<file path="src/hw/rssc_defs.vh">
`ifndef RSSC_DEFS_VH
`define RSSC_DEFS_VH
// ==========================================================
// Start-up timing
`define RSSC_STARTUP_CYCLES   11'h400
`define RSSC_STARTUP_WIDTH    11
// ==========================================================
// Reset values of the reset-loaded registers
`define RSSC_PC_RESET         12'h000
`define RSSC_WDSEL_RESET      8'h87
`define RSSC_PORT_RESET       8'hFF
`define RSSC_INTC_RESET       7'h00
// ==========================================================
// Reset cause codes (timeout_flag, powerdown_flag as reported)
`define RSSC_CAUSE_NONE       3'h0
`define RSSC_CAUSE_POWERUP    3'h1
`define RSSC_CAUSE_PIN_RUN    3'h2
`define RSSC_CAUSE_PIN_HALT   3'h3
`define RSSC_CAUSE_WDT_RUN    3'h4
`define RSSC_CAUSE_WDT_HALT   3'h5
`endif

</file>
<file path="src/hw/rssc_sync.v">
// ==========================================================
// Two-stage synchroniser for one level
module rssc_sync (
  input  wire I_CLK,
  input  wire I_RESET,
  input  wire i_d,
  output wire o_q
);
  reg meta_ff;  // First stage, read only by second stage
  reg q_ff;     // Second stage, safe to use

  // Resets to 1 so the active-low pin reads idle after reset
  always @(posedge I_CLK or posedge I_RESET) begin
    if (I_RESET) begin
      meta_ff <= 1'b1;
      q_ff    <= 1'b1;
    end else begin
      meta_ff <= i_d;
      q_ff    <= meta_ff;
    end
  end

  assign o_q = q_ff;
endmodule

</file>
<file path="src/hw/rssc_top.v">
// Contract
// - Three full causes: pin run, pin halt, watchdog run
// - Watchdog in halt resets only PC and SP
// - Power-up clears flags; pin flags per condition
// - Watchdog sets timeout; in halt both flags
// - Start-up delay of 1024 clocks after resets
// - Internal reset held until the delay completes
// - Chip reset: PC zero, ints off, ports input
// - Non-warm reset loads initial register values
// - Halt sets powerdown flag; power-up or clear clears
`include "rssc_defs.vh"
module rssc_top #(
  parameter STARTUP_CYCLES = `RSSC_STARTUP_CYCLES
) (
  input  wire       I_CLK,
  input  wire       I_RESET,
  input  wire       I_EXT_RESET_N,
  input  wire       I_WDT_TIMEOUT,
  input  wire       I_HALT_EXEC,
  input  wire       I_WDT_CLEAR_EXEC,
  input  wire       I_WAKE_OTHER,
  output reg        O_CORE_RESET,
  output reg        O_WARM_RESET,
  output reg        O_STALL,
  output reg        O_HALTED,
  output reg        O_TIMEOUT_FLAG,
  output reg        O_POWERDOWN_FLAG,
  output reg  [11:0] O_PC_INIT,
  output reg        O_INT_DISABLE,
  output reg        O_WDT_CLEAR,
  output reg        O_TIMERS_OFF,
  output reg        O_PORTS_INPUT,
  output reg        O_SP_TOP,
  output reg  [7:0] O_WDSEL_INIT,
  output reg  [7:0] O_PORT_INIT
);
  // ==========================================================
  // Local state
  localparam ST_POWERUP = 2'h0;  // Power-on start-up delay
  localparam ST_RUN     = 2'h1;  // Normal operation
  localparam ST_HALT    = 2'h2;  // Power-down, clock assumed gated outside
  localparam ST_DELAY   = 2'h3;  // Start-up delay after reset or wake

  wire        ext_reset_n_s;     // Synchronised pin level
  reg  [1:0]  state_ff;          // Sequencer state
  reg  [1:0]  nxt_state;
  reg  [10:0] cnt_ff;            // Start-up delay counter
  reg  [10:0] nxt_cnt;
  reg         hold_reset_ff;     // Delay belongs to a reset (not a plain wake)
  reg         nxt_hold_reset;
  reg         warm_ff;           // Delay follows a warm reset
  reg         nxt_warm;
  reg         to_ff;             // timeout_flag
  reg         nxt_to;
  reg         pd_ff;             // powerdown_flag
  reg         nxt_pd;

  // Last count of the delay; the counter is 11 bits, so the full-width
  // value is cut on purpose. Delays above 2048 clocks need a wider counter.
  localparam [31:0] DELAY_LAST_W = STARTUP_CYCLES - 1;  // Full-width last count
  localparam [10:0] DELAY_LAST   = DELAY_LAST_W[10:0];  // Counter-width last count

  // ==========================================================
  // Pin synchroniser
  rssc_sync u_sync (
    .I_CLK   (I_CLK),
    .I_RESET (I_RESET),
    .i_d     (I_EXT_RESET_N),
    .o_q     (ext_reset_n_s)
  );

  // ==========================================================
  // Next-state and flag logic
  // Causes are ranked pin, then watchdog, then halt, then clear,
  // so a pin reset always wins over anything the core asks for.
  // Requests that arrive during the delay are dropped on purpose:
  // the core is not running then, so it cannot have issued them.
  // A watchdog event and a clear in the same cycle leave the flag
  // set, as the event is ranked first.
  // The pin restarts the count while it is held low, so the delay
  // is always measured from the release of the pin.
  always @* begin
    nxt_state      = state_ff;
    nxt_cnt        = cnt_ff;
    nxt_hold_reset = hold_reset_ff;
    nxt_warm       = warm_ff;
    nxt_to         = to_ff;
    nxt_pd         = pd_ff;
    case (state_ff)
      ST_POWERUP, ST_DELAY: begin
        // Pin held low restarts the delay so it ends after release
        if (!ext_reset_n_s) begin
          nxt_cnt        = 11'h000;
          nxt_hold_reset = 1'b1;
          nxt_warm       = 1'b0;
        end else if (cnt_ff == DELAY_LAST) begin
          nxt_state = ST_RUN;
          nxt_cnt   = 11'h000;
        end else begin
          nxt_cnt = cnt_ff + 11'h001;
        end
      end
      ST_RUN: begin
        if (!ext_reset_n_s) begin
          // Pin reset in run: flags unchanged
          nxt_state      = ST_DELAY;
          nxt_hold_reset = 1'b1;
          nxt_warm       = 1'b0;
        end else if (I_WDT_TIMEOUT) begin
          nxt_state      = ST_DELAY;
          nxt_hold_reset = 1'b1;
          nxt_warm       = 1'b0;
          nxt_to         = 1'b1;
        end else if (I_HALT_EXEC) begin
          nxt_state = ST_HALT;
          nxt_pd    = 1'b1;
          nxt_to    = 1'b0;
        end else if (I_WDT_CLEAR_EXEC) begin
          nxt_pd = 1'b0;
          nxt_to = 1'b0;
        end
      end
      ST_HALT: begin
        if (!ext_reset_n_s) begin
          nxt_state      = ST_DELAY;
          nxt_hold_reset = 1'b1;
          nxt_warm       = 1'b0;
          nxt_to         = 1'b0;
          nxt_pd         = 1'b1;
        end else if (I_WDT_TIMEOUT) begin
          // Warm reset: only PC and SP return to start
          nxt_state      = ST_DELAY;
          nxt_hold_reset = 1'b1;
          nxt_warm       = 1'b1;
          nxt_to         = 1'b1;
          nxt_pd         = 1'b1;
        end else if (I_WAKE_OTHER) begin
          // Plain wake still waits, but the core is only stalled
          nxt_state      = ST_DELAY;
          nxt_hold_reset = 1'b0;
          nxt_warm       = 1'b0;
        end
      end
      default: begin
        nxt_state = ST_POWERUP;
      end
    endcase
  end

  // ==========================================================
  // State registers; power-up clears both flags
  // The power-on reset starts in the power-up state with the full
  // reset applied, so the core never runs before the delay ends.
  always @(posedge I_CLK or posedge I_RESET) begin
    if (I_RESET) begin
      state_ff      <= ST_POWERUP;
      cnt_ff        <= 11'h000;
      hold_reset_ff <= 1'b1;
      warm_ff       <= 1'b0;
      to_ff         <= 1'b0;
      pd_ff         <= 1'b0;
    end else begin
      state_ff      <= nxt_state;
      cnt_ff        <= nxt_cnt;
      hold_reset_ff <= nxt_hold_reset;
      warm_ff       <= nxt_warm;
      to_ff         <= nxt_to;
      pd_ff         <= nxt_pd;
    end
  end

  // ==========================================================
  // Registered outputs, decoded from the next state so that
  // they line up with the state register
  // Decoding from the next state costs a longer path into the
  // output flops but avoids a one-cycle lag behind the state.
  // The warm case keeps every register value except PC and SP,
  // so the chip-reset actions are held low during it.
  // A plain wake only stalls the core; no reset line rises then.
  wire in_delay   = (nxt_state == ST_DELAY) || (nxt_state == ST_POWERUP);
  wire full_reset = in_delay && nxt_hold_reset && !nxt_warm;

  always @(posedge I_CLK or posedge I_RESET) begin
    if (I_RESET) begin
      O_CORE_RESET     <= 1'b1;
      O_WARM_RESET     <= 1'b0;
      O_STALL          <= 1'b1;
      O_HALTED         <= 1'b0;
      O_TIMEOUT_FLAG   <= 1'b0;
      O_POWERDOWN_FLAG <= 1'b0;
      O_PC_INIT        <= `RSSC_PC_RESET;
      O_INT_DISABLE    <= 1'b1;
      O_WDT_CLEAR      <= 1'b1;
      O_TIMERS_OFF     <= 1'b1;
      O_PORTS_INPUT    <= 1'b1;
      O_SP_TOP         <= 1'b1;
      O_WDSEL_INIT     <= `RSSC_WDSEL_RESET;
      O_PORT_INIT      <= `RSSC_PORT_RESET;
    end else begin
      // Reset stays applied across the whole delay
      O_CORE_RESET     <= full_reset;
      O_WARM_RESET     <= in_delay && nxt_warm;
      O_STALL          <= in_delay;
      O_HALTED         <= (nxt_state == ST_HALT);
      O_TIMEOUT_FLAG   <= nxt_to;
      O_POWERDOWN_FLAG <= nxt_pd;
      O_PC_INIT        <= `RSSC_PC_RESET;
      // Chip-reset actions skip the warm case
      O_INT_DISABLE    <= full_reset;
      O_WDT_CLEAR      <= full_reset;
      O_TIMERS_OFF     <= full_reset;
      O_PORTS_INPUT    <= full_reset;
      O_SP_TOP         <= in_delay && nxt_hold_reset;
      O_WDSEL_INIT     <= `RSSC_WDSEL_RESET;
      O_PORT_INIT      <= `RSSC_PORT_RESET;
    end
  end
endmodule

</file>
<file path="config.mk">
export PLATFORM = sky130hd
export DESIGN_NAME = rssc_top
export DESIGN_NICKNAME = d
export VERILOG_FILES = /design/src/hw/rssc_sync.v /design/src/hw/rssc_top.v
export VERILOG_INCLUDE_DIRS = /design/src /design/src/hw
export SDC_FILE = /design/constraint.sdc
export NUM_CORES = 1
export LEC_CHECK = 0
export BUFFER_PORTS_ARGS = -buffer_cell sky130_fd_sc_hd__buf_2
export CAP_MARGIN = 20
export CORE_MARGIN = 2
export CORE_UTILIZATION = 48
export CTS_CLUSTER_DIAMETER = 100
export DETAILED_ROUTE_END_ITERATION = 12
export GPL_TIMING_DRIVEN = 0
export HOLD_SLACK_MARGIN = 0.03
export PLACE_DENSITY_LB_ADDON = 0.2
export SETUP_SLACK_MARGIN = 0.5
export SYNTH_ARGS = -nofsm -noshare
export SYNTH_HDL_FRONTEND = slang
export SYNTH_SLANG_ARGS = --single-unit
</file>
<file path="constraint.sdc">
create_clock -name I_CLK -period 4.8 [get_ports I_CLK]
set_input_delay 0.96 -clock I_CLK [delete_from_list [all_inputs] [get_ports I_CLK]]
set_output_delay 0.96 -clock I_CLK [all_outputs]
set_load 0.01 [all_outputs]
</file>
==> results of run 1 <==
kinds of logic after synthesis:
| family | Yosys count |
|---|---|
| xor gates and xnor gates | 5 |
| AOI/OAI and AO/OA | 30 |
| other | 2 |
| buffers and inverters | 44 |
| and+or+nand+nor | 41 |
| DFF | 24 |
| muxes | 1 |
| adders and majority gates | 4 |
power groups by stage:
stage,registers [mW],clock network [mW],logic [mW]
floorplan,0.212,0,0.0407
global placement,0.212,0,0.0471
detailed placement,0.212,0,0.0478
CTS,0.209,0.150,0.0477
global route,0.209,0.158,0.0547
finish,0.209,0.148,0.0485
metrics by stage:
step	setup WS, ns	total power [mW]	hold WS, ns	cells
after floorplan	2.70	0.252	0.345	177
after global placement	2.47	0.259	0.347	227
after detailed placement	2.47	0.260	0.350	227
after CTS	2.70	0.407	0.370	231
after global routing	2.66	0.422	0.371	231
final	2.71	0.405	0.368	231
how the worst min path moves through the flow:
stage / from / to / slack, ns / cells after the start
6_report: u_sync.meta_ff / u_sync.o_q / 0.37 / 0
5_1_grt: u_sync.meta_ff / u_sync.o_q / 0.37 / 0
4_1_cts: u_sync.meta_ff / u_sync.o_q / 0.37 / 0
3_5_place_dp: u_sync.meta_ff / u_sync.o_q / 0.35 / 0
3_3_place_gp: u_sync.meta_ff / u_sync.o_q / 0.35 / 0
2_1_floorplan: u_sync.meta_ff / u_sync.o_q / 0.35 / 0
area by class of cell:
class	count	share of cell area, %
inverters	10	2.15
well taps	33	2.37
multi-input cells	109	38.4
plain buffers	34	14.3
clock inverters	1	1.72
repair buffers	17	4.88
clock buffers	3	1.29
flip-flops and latches	24	34.9
metal layers:
layer | vias to the layer above | share of wire, % | GRT usage (%)
met5 | - | 0 | 0
met4 | 0 | 1.5 | 6.82
met3 | 4 | 5.7 | 2.18
met2 | 34 | 45 | 25.4
met1 | 499 | 48 | 21.3
li1 | 548 | - | -
critical path, cell delays in order, from the launching register on:
cell and delay [ns]:
dfstp_2 0.59, buf_4 0.11, buf_2 0.11
cells in the mapped netlist:
| cell | number |
|---|---|
| o21a_1 | 2 |
| xnor2_1 | 5 |
| nand2b_1 | 4 |
| dfstp_2 | 6 |
| and3b_1 | 1 |
| nand4_4 | 1 |
| nand3_4 | 1 |
| o21ai_0 | 6 |
| o2111ai_1 | 1 |
| or2_2 | 1 |
| nand2_1 | 5 |
| nand3_1 | 3 |
| and2_2 | 1 |
| a211oi_1 | 1 |
| buf_2 | 2 |
| a211o_1 | 1 |
| o31ai_1 | 2 |
| o21ai_1 | 1 |
| a32oi_1 | 2 |
| o2bb2ai_1 | 2 |
| nor2_2 | 1 |
| a22o_1 | 1 |
| nor2b_1 | 1 |
| and3_1 | 1 |
| o41ai_4 | 1 |
| nor3b_1 | 2 |
| and2_1 | 2 |
| ha_1 | 4 |
| a21o_1 | 2 |
| nor3_1 | 6 |
| clkinv_1 | 1 |
| conb_1 | 2 |
| dfrtp_1 | 18 |
| inv_1 | 9 |
| nor2_1 | 9 |
| a21oi_1 | 8 |
| buf_4 | 32 |
| nor4_1 | 2 |
| mux2_2 | 1 |
==> key figures, run 1 <==
Run status
  • Result of the run: complete, no violations

Critical path
  • Critical register-to-register path endpoint: O_PORTS_INPUT
  • Worst setup path endpoint: O_INT_DISABLE
  • R2r setup slk: 2.81 ns
  • Category of the most critical setup path: reg2out
  • Worst Path Arrival: 1.13 ns
  • Worst setup path startpoint: O_PORTS_INPUT
  • Type of destination of the critical path: output port
  • Reg-to-Reg Start: state_ff[0]
  • Crit Path Max Fanout: 5
  • Kind of start point of the critical path: flop
  • Required time of the critical path: 3.84 ns
  • Worst-case reg-to-reg path depth: 7

Pwr
  • Clk pwr share: 36.6%
  • Pwr per Cell Area: 232 nW/um2
  • Portion of total power attributed to combinational logic: 12.0%
  • IR Drop Worst-Case VDD: 0.000156 V
  • Part of the power in registers: 51.5%
  • Switching power share of the total: 22.9%
  • Internal power consumption: 0.312 mW
  • Total leakage power: 0.863 nW
  • Switching power: 0.0929 mW

Detailed routing
  • Drt pass-1 iters: 4
  • Post-detailed-route count of antenna-violating nets: 0
  • Aggregate routed wire length: 2500 um
  • Per-cell routed wire length: 10.8 um
  • Ratio of routed vias to standard cells: 4.70
  • Post-route DRC violation count: 0
  • Initial drt markers: 19
  • Total via count in the routed design: 1085

Yosys
  • Combinational family with the most area after synthesis: buffers and inverters
  • Number of different library cells in the post-synthesis netlist: 39
  • Post-synthesis instance area: 1470 um2
  • Cell type with the largest total area after synthesis: dfrtp_1
  • Xor/xnor share of the synthesized area: 2.98%
  • Adder-cell area share of the yosys netlist: 3.41%
  • Seq/Total Area, Yosys: 41.4%
  • Top post-synthesis cells by area: dfrtp_1, buf_4, dfstp_2, ha_1, xnor2_1
  • Count of synthesis-stage warnings from yosys: 0
  • Share of synthesized area spent on multiplexers: 0.767%
  • Simple-gate portion of the synthesized area: 16.5%
  • Yosys reg bits: 24
  • Compound-cell area share of the yosys netlist: 14.7%
  • Top cell type's share of synthesized area: 30.7%
  • Post-synthesis average cell area: 9.72 um2
  • Post-Syn Instances: 151

Job
  • Count of maximum capacitance violations: 0

STA
  • Max-slew headroom: 40.9%
  • Period utilization: 43.5%
  • Final hold violation count: 0
  • Accumulated negative setup slack: 0 ns
  • Clock tree skew after final layout: 0.00835 ns
  • Achievable clock frequency: 478 MHz
  • Unrepaired setup endpoints after global routing: false
  • Final Slew Violations: 0
  • Slew at the pin closest to its max-slew limit: 0.885 ns
  • Final setup fails: 0
  • Final Critical Period: 2.09 ns

Finish
  • Nets@finish: 210
  • Signed area change from the synthesized netlist to the final layout: 18.8%
  • Largest registers: cnt_ff x11, state_ff x2
  • Largest register FFs: 11
  • Most common cell after layout, fill and taps aside: buf_4
  • Ant. Diodes: 0
  • Area of all placed cells without fillers: 1740 um2
  • Number of fillers in the final layout: 270
  • Post-Route Utilization: 58.6%
  • Commonest cells after routing, fill and taps aside: buf_4, conb_1, buf_2
  • Area occupied by multi-input gates: 669 um2
  • Area taken by flip-flops and latches: 608 um2
  • Top register by number of flip-flops: cnt_ff
  • Fraction of layout cells with a size suffix above 1: 34.3%

Global routing
  • GR Overflow Total: 0
  • Wire length of the first global-routing pass: 4210 um
  • Pin count of the biggest net entering global routing: 25
  • Global-route usage over all layers: 15.8%
  • Antenna violations before repair: 0
  • Vias in the first global route: 947

Clocking
  • H-tree level count: 1
  • Maximum number of buffers from clock root to sink: 2
  • # resized after CTS: 0
  • Number of sinks driven by the clock tree: 24
  • Post-CTS setup repair buffer count: 0
  • Clock tree from TritonCTS: done
  • Register clock-pin slew on the reported worst setup and hold paths: 0.14 ns
  • Clock tree root driver cell: clkbuf_4
  • Insertion delay of the later-clocked pin in the worst-skew pair: 0.32 ns
  • Num CTS Buffers: 3
  • # hold bufs at CTS: 0

Min path
  • Path category of the worst min-delay check: reg2reg

Die
  • Height of the chip: 59.3 um
  • Io pins: 46
  • Total number of placement rows: 20
  • DIE AREA: 3520 um2
  • Chip width: 59.3 um
  • Core area: 2980 um2
  • Starting Density: 49.3%

Placed design
  • PortBufs: 17
  • Final Wtd Congestion: 0.761
  • Post-detailed-placement half-perimeter wirelength: 1960 um
  • Placed cell area: 1690 um2
Note: power is estimated with default switching activity, not from simulation.
==> run 2: changes to the inputs <==
- CORE_UTILIZATION: 48 -> 46
- clock period: 4.8 -> 1.9 ns (I/O delays scaled with it)
==> run 2 against run 1 <==
- global-route usage is 4.3 points higher
- register-to-register slack worse by 2.6 ns
- sequential cell count stayed put
- critical endpoint is now cnt_ff[0]
- largest cell class unchanged
==> key figures, run 2 (synthesis results as in run 1) <==
STA
  • Final Critical Period: 1.73 ns
  • Period utilization: 90.9%
  • Clock tree skew after final layout: 0.00274 ns (-0.00561 ns)
  • Slew at the pin closest to its max-slew limit: 0.915 ns (+0.0300 ns)
  • Final setup fails: 0 (unchanged)
  • Final Slew Violations: 0 (unchanged)
  • Achievable clock frequency: 579 MHz
  • Final hold violation count: 0 (unchanged)
  • Min setup slack post-route: 0.173 ns (-2.54 ns)
  • Accumulated negative setup slack: 0 ns (unchanged)
  • Unrepaired setup endpoints after global routing: true
  • Max-slew headroom: 38.9% (-2.0 points)
  • Worst Hold Slack: 0.121 ns (-0.248 ns)

Detailed routing
  • Ratio of routed vias to standard cells: 4.57 (-2.8%)
  • Per-cell routed wire length: 13.8 um (+28%)
  • Topmost layer with routed signal wires: met4
  • Post-detailed-route count of antenna-violating nets: 0 (unchanged)
  • Wire length on met2: 2110 um (+89%)
  • Post-route DRC violation count: 0 (unchanged)
  • Total via count in the routed design: 1251 (+15%)
  • Drt pass-1 iters: 4 (unchanged)
  • Met1 WL: 1380 um (+15%)
  • Aggregate routed wire length: 3790 um (+52%)
  • Initial drt markers: 16 (-3)
  • Sum of met3 wire segment lengths after detailed routing: 203 um (+43%)

Critical path
  • Worst Path Arrival: 1.97 ns (+0.84 ns)
  • R2r setup slk: 0.17 ns (-2.64 ns)
  • CP Cell Sequence: nand4_4 -> buf_4 -> buf_4 -> o41ai_4 -> buf_4 -> nor2_2 -> mux2_2
  • Category of the most critical setup path: reg2reg
  • Crit Path Max Fanout: 5 (unchanged)
  • Longest individual stage delay on the worst path: 0.44 ns (-0.15 ns)
  • Worst-case reg-to-reg path depth: 7 (unchanged)
  • Buffering stage count on the worst path with inverters included: 3 (+1)
  • Reg-to-Reg Start: cnt_ff[7]
  • Type of destination of the critical path: flop
  • CP max-delay cell: dfrtp_1
  • Critical register-to-register path endpoint: cnt_ff[0]
  • Most frequent cell on the critical path: buf_4
  • Required time of the critical path: 2.14 ns (-1.70 ns)
  • Dominant delay contributor by cell family on the critical path: buffers and inverters
  • Kind of start point of the critical path: flop

Finish
  • Ant. Diodes: 0 (unchanged)
  • Signed area change from the synthesized netlist to the final layout: 59.8%
  • Top register by number of flip-flops: cnt_ff
  • Largest registers: cnt_ff x11, state_ff x2
  • Nets@finish: 242 (+15%)
  • Post-Route Utilization: 76.8% (+18 points)
  • Commonest cells after routing, fill and taps aside: buf_4, conb_1, buf_6
  • Post-Layout Cell Count: 274 (+19%)
  • Area of all placed cells without fillers: 2340 um2 (+34%)
  • Largest register FFs: 11 (unchanged)
  • Most common cell after layout, fill and taps aside: buf_4
  • Fraction of layout cells with a size suffix above 1: 59.6% (+25 points)

Placed design
  • Post-detailed-placement half-perimeter wirelength: 2060 um (+5.2%)
  • Number of placed cells counting well taps: 238 (+4.8%)
  • Final Wtd Congestion: 0.771 (+1.3%)
  • Placement-stage worst setup slack: 0.131 ns (-2.34 ns)
  • PortBufs: 17 (unchanged)
  • Placed cell area: 1820 um2 (+7.5%)

Global routing
  • Wire length of the first global-routing pass: 5310 um (+26%)
  • Pin count of the biggest net entering global routing: 25 (unchanged)
  • Vias in the first global route: 1190 (+26%)
  • Global-route usage over all layers: 20.1% (+4.3 points)
  • Antenna violations before repair: 0 (unchanged)
  • GR Overflow Total: 0 (unchanged)

Clocking
  • Insertion delay of the later-clocked pin in the worst-skew pair: 0.34 ns (+0.02 ns)
  • Clock tree from TritonCTS: done
  • Clock tree root driver cell: clkbuf_4
  • Num CTS Buffers: 3 (unchanged)
  • Maximum number of buffers from clock root to sink: 2 (unchanged)
  • H-tree level count: 1 (unchanged)
  • Register clock-pin slew on the reported worst setup and hold paths: 0.14 ns (about the same)
  • Number of sinks driven by the clock tree: 24 (unchanged)

Pwr
  • Pwr per Cell Area: 462 nW/um2 (+99%)
  • Total leakage power: 1.18 nW (+37%)
  • Final Total Pwr: 1.08 mW (+170%)
  • IR Drop Worst-Case VDD: 0.000464 V (+200%)

Die
  • DIE AREA: 3660 um2 (+4.1%)
  • Height of the chip: 60.5 um (+2.0%)
  • Core area: 3050 um2 (+2.5%)
  • Chip width: 60.5 um (+2.0%)
  • Total number of placement rows: 20 (unchanged)
  • Starting Density: 48.1% (-1.2 points)
  • Io pins: 46 (unchanged)

Min path
  • Startpoint of the most critical hold path: I_EXT_RESET_N
  • Path category of the worst min-delay check: in2reg
  • Hold Crit Depth: 1 (+1)
  • Hold path endpoint: u_sync.meta_ff

Job
  • Count of maximum capacitance violations: 0 (unchanged)

Run status
  • Result of the run: complete, no violations
## run 2: cell types whose count changed in the layout (fill, tap and decap cells not counted), moves of 3 or more
cell	previous run	this run
nor3_1	6	2
inv_2	0	3
nor3_4	0	4
a21oi_1	8	4
ha_4	0	4
inv_1	9	6
buf_2	19	10
dfrtp_1	18	14
dfrtp_2	0	4
ha_1	4	0
buf_6	0	15
buf_4	32	57
a21oi_2	0	4
## run 2: report_power, final
group          internal (mW)  leakage (nW)  total (mW)  switching (mW)
logic                 0.0801         0.864       0.170          0.0897
clock network          0.214        0.0279       0.386           0.172
registers              0.520         0.293       0.527         0.00672
## run 2: layout make-up
class                      instances  area, um2
timing repair buffer              49        384
clock inverter                     1       30.0
multi-input combinational        109        920
fill                             200        708
buffer                            34        278
inverter                          10       42.5
clock buffer                       3       22.5
sequential                        24        613
tap                               44       55.1
## run 2: how the worst max path moves through the flow
stage	from	endpoint	slack [ns]	cells past startpoint
after floorplan	u_sync.o_q	O_PORTS_INPUT	0.26	7
after global placement	cnt_ff[5]	O_PORTS_INPUT	0.16	6
after detailed placement	state_ff[0]	O_WARM_RESET	0.13	8
after CTS	state_ff[0]	O_WARM_RESET	0.23	7
after global routing	cnt_ff[7]	O_PORTS_INPUT	0.13	6
final	cnt_ff[7]	cnt_ff[0]	0.17	7
## run 2: routing by layer
layer | up-vias | global-route usage [%]
met5 | - | 0
met3 | 9 | 4.26
li1 | 613 | -
met1 | 586 | 20.7
met4 | 0 | 8.70
met2 | 43 | 38.8
## run 2: worst reg2reg max path, stage by stage (launching register included)
cell,delay (ns)
dfrtp_1,0.44
nand4_4,0.13
buf_4,0.15
buf_4,0.15
o41ai_4,0.27
buf_4,0.20
nor2_2,0.04
mux2_2,0.25
## run 2: timing repair
action                                  CTS  global route
hold buffers                              0             0
gates resized for setup                  26            23
endpoints found under the setup margin   21            27
setup buffers                            28             4
pin swaps                                11             8
==> run 3: changes to the inputs <==
--- a/config.mk
+++ b/config.mk
@@ -8,2 +8,3 @@
 export LEC_CHECK = 0
+export ABC_AREA = 1
 export BUFFER_PORTS_ARGS = -buffer_cell sky130_fd_sc_hd__buf_2
@@ -18,2 +19,3 @@
 export SETUP_SLACK_MARGIN = 0.5
+export SLEW_MARGIN = 20
 export SYNTH_ARGS = -nofsm -noshare
==> constraint.sdc (replaced) <==
create_clock -name I_CLK -period 1.9 [get_ports I_CLK]
set_input_delay 0 -clock I_CLK [delete_from_list [all_inputs] [get_ports I_CLK]]
set_output_delay 0 -clock I_CLK [all_outputs]
set_load 0.01 [all_outputs]
==> run 3 against run 2 <==
- clock skew is 0.0023 ns higher
- die area is 3.7% higher
- critical endpoint is now O_WARM_RESET
- final area is 11% lower
- fmax is 0.10% lower
- synthesized cell count is 28% higher
- non-clock buffer count is 18 lower
- first-iteration DRC count is 38% higher
- sequential power hardly changed
- register-to-register slack hardly changed
- global-route usage is 4.1 points lower
==> key figures, run 3 <==
Die
  • DIE AREA: 3800 um2 (+3.7%)
  • Starting Density: 49.2% (+1.1 points)
  • Io pins: 46 (unchanged)
  • Total number of placement rows: 20 (unchanged)
  • Height of the chip: 61.6 um (+1.9%)
  • Core area: 3100 um2 (+1.6%)
  • Chip width: 61.6 um (+1.9%)

Placed design
  • Placement-stage worst setup slack: 0.0534 ns (-0.0775 ns)
  • PortBufs: 17 (unchanged)
  • Final Wtd Congestion: 0.802 (+4.1%)
  • Post-detailed-placement half-perimeter wirelength: 1970 um (-4.6%)

Finish
  • Largest register FFs: 11 (unchanged)
  • Most common cell after layout, fill and taps aside: buf_4
  • Signed area change from the synthesized netlist to the final layout: 36.6%
  • Fraction of layout cells with a size suffix above 1: 42.7% (-17 points)
  • Ant. Diodes: 0 (unchanged)
  • Top register by number of flip-flops: cnt_ff
  • Nets@finish: 265 (+9.5%)
  • Number of fillers in the final layout: 274 (+37%)
  • Commonest cells after routing, fill and taps aside: buf_4, nand2_1, conb_1
  • Largest registers: cnt_ff x11, state_ff x2

Detailed routing
  • Ratio of routed vias to standard cells: 4.35 (-4.7%)
  • Per-cell routed wire length: 9.92 um (-28%)
  • Post-detailed-route count of antenna-violating nets: 0 (unchanged)
  • Total via count in the routed design: 1292 (+3.3%)
  • Aggregate routed wire length: 2950 um (-22%)
  • Drt pass-1 iters: 4 (unchanged)
  • Post-route DRC violation count: 0 (unchanged)
  • Initial drt markers: 22 (+6)

Yosys
  • Number of enable-type register cells in the synthesized netlist: 0 (unchanged)
  • Seq/Total Area, Yosys: 39.8% (-1.6 points)
  • Count of synthesis-stage warnings from yosys: 0 (unchanged)
  • Post-synthesis instance area: 1530 um2 (+4.0%)
  • Number of different library cells in the post-synthesis netlist: 29 (-26%)
  • Most used standard cell by instance count after synthesis: nand2_1
  • Top post-synthesis cells by area: dfrtp_1, buf_4, dfstp_2, nand2_1, nor2_1
  • Dominant register cell in the synthesized netlist: dfrtp_1
  • Cell type with the largest total area after synthesis: dfrtp_1
  • Leading cell types by count after synthesis: nand2_1, buf_4, nor2_1, inv_1, dfrtp_1
  • Top cell type's share of synthesized area: 29.5% (-1.2 points)
  • Post-synthesis average cell area: 7.91 um2 (-19%)
  • Async S/R FF share, synth: 100% (unchanged)
  • Yosys reg bits: 24 (unchanged)
  • Post-Syn Instances: 193 (+28%)

Critical path
  • Kind of start point of the critical path: flop
  • Category of the most critical setup path: reg2reg
  • Required time of the critical path: 2.12 ns (-0.02 ns)
  • Worst Path Arrival: 1.95 ns (-0.02 ns)
  • Critical register-to-register path endpoint: O_WARM_RESET
  • Reg-to-Reg Start: state_ff[1]
  • Crit Path Max Fanout: 3 (-2)
  • Worst-case reg-to-reg path depth: 8 (+1)
  • R2r setup slk: 0.17 ns (about the same)
  • Type of destination of the critical path: flop
  • Worst setup path endpoint: O_WARM_RESET
  • Worst setup path startpoint: state_ff[1]

Pwr
  • Pwr per Cell Area: 504 nW/um2 (+9.1%)
  • IR Drop Worst-Case VDD: 0.000415 V (-11%)
  • Total leakage power: 1.08 nW (-8.7%)

STA
  • Final hold violation count: 0 (unchanged)
  • Slew at the pin closest to its max-slew limit: 0.893 ns (-0.0222 ns)
  • Accumulated negative setup slack: 0 ns (unchanged)
  • Final Slew Violations: 0 (unchanged)
  • Final setup fails: 0 (unchanged)
  • Max-slew headroom: 40.4% (+1.5 points)
  • Clock tree skew after final layout: 0.00506 ns (+0.00232 ns)
  • Unrepaired setup endpoints after global routing: true
  • Achievable clock frequency: 578 MHz (-0.10%)
  • Min setup slack post-route: 0.171 ns (-0.00177 ns)
  • Period utilization: 91.0% (+0.093 points)
  • Final Critical Period: 1.73 ns (+0.00177 ns)

Clocking
  • Num CTS Buffers: 3 (unchanged)
  • Register clock-pin slew on the reported worst setup and hold paths: 0.14 ns (about the same)
  • Clock tree from TritonCTS: done
  • Insertion delay of the later-clocked pin in the worst-skew pair: 0.32 ns (-0.02 ns)
  • H-tree level count: 1 (unchanged)
  • Clock tree root driver cell: clkbuf_4
  • Maximum number of buffers from clock root to sink: 2 (unchanged)
  • Number of sinks driven by the clock tree: 24 (unchanged)

Global routing
  • Antenna violations before repair: 0 (unchanged)
  • Global-route usage over all layers: 16.0% (-4.1 points)
  • Wire length of the first global-routing pass: 4520 um (-15%)
  • Pin count of the biggest net entering global routing: 25 (unchanged)
  • Vias in the first global route: 1076 (-9.6%)
  • GR Overflow Total: 0 (unchanged)

Min path
  • Path category of the worst min-delay check: in2reg

Job
  • Count of maximum capacitance violations: 0 (unchanged)

Run status
  • Result of the run: complete, no violations
==> run 3: cell count changes in the layout (fill, tap and decap cells not counted), sizes merged, moves of 4 or more <==
| cell | change |
|---|---|
| dlygate4sd3 | +4 |
| nand2b | -4 |
| xnor2 | -5 |
| nand3 | +6 |
| inv | +14 |
| buf | -22 |
| nand2 | +36 |
| nor2 | +17 |
==> run 3: repair_timing <==
item                                    CTS  global route
endpoints found under the setup margin   12            18
setup buffers                             5             4
hold buffers                              4             0
cloned                                    0             0
hold endpoints to repair                 20             0
resized for setup                        15            24
pin swaps                                 5            13
==> run 3: report_power, final <==
part / switching (mW) / internal [mW]
logic: 0.0756 / 0.0673
clock network: 0.167 / 0.213
registers: 0.00554 / 0.521
total: 0.248 / 0.802
==> run 3: per-stage QoR <==
step	utilization, %	instance area [um2]	hold slack (ns)	total power [mW]	cells
2_1_floorplan	-	1640	0.00448	0.638	219
3_3_place_gp	57.2	1780	0.105	0.657	280
3_5_place_dp	57.2	1780	0.106	0.657	280
4_1_cts	63.3	1960	0.0369	1.04	293
5_1_grt	67.2	2080	0.0874	1.10	297
6_report	67.2	2080	0.0639	1.05	297
==> run 3: layer usage <==
metal  GRT usage (%)  up-vias  share of wire, %
met3            2.10        7               5.2
met1            21.8      579                45
met2            25.3       42                48
met4            7.29        0               1.6
li1                -      664                 -
met5               0        -                 0
==> run 3: kinds of logic after synthesis <==
family                   synth area share, %
AND/OR/NAND/NOR                         25.2
buffers and inverters                   23.3
flip-flops                              39.8
AO/OA/AOI/OAI                           7.38
adder cells (fa/ha/maj)                 3.28
other                                  0.492
XOR/XNOR                               0.574
==> run 3: cell type report <==
| cell class | count | area, um2 | share of cell area (%) |
|---|---|---|---|
| multi-input combinational | 137 | 802 | 38.5 |
| sequential | 24 | 608 | 29.2 |
| buffer | 35 | 282 | 13.5 |
| timing repair buffer | 30 | 196 | 9.42 |
| inverter | 23 | 88.8 | 4.26 |
| tap | 44 | 55.1 | 2.64 |
| clock inverter | 1 | 30.0 | 1.44 |
| clock buffer | 3 | 22.5 | 1.08 |
==> run 3: how the worst min path moves through the flow <==
stage	cells past startpoint	end	slack [ns]	from
floorplan	0	u_sync.meta_ff	0.004	I_EXT_RESET_N
global placement	1	u_sync.meta_ff	0.10	I_EXT_RESET_N
detailed placement	1	u_sync.meta_ff	0.11	I_EXT_RESET_N
CTS	5	state_ff[0]	0.04	I_WAKE_OTHER
global route	6	O_TIMEOUT_FLAG	0.09	I_HALT_EXEC
finish	6	O_TIMEOUT_FLAG	0.06	I_HALT_EXEC
==> run 3: critical path: stages, from the launching register on <==
cell and delay, ns:
dfrtp_1 0.45, ha_4 0.19, o21ai_0 0.23, nand2_1 0.11, nand2_2 0.08, inv_1 0.05
a21oi_2 0.14, ha_4 0.23, a21boi_2 0.15
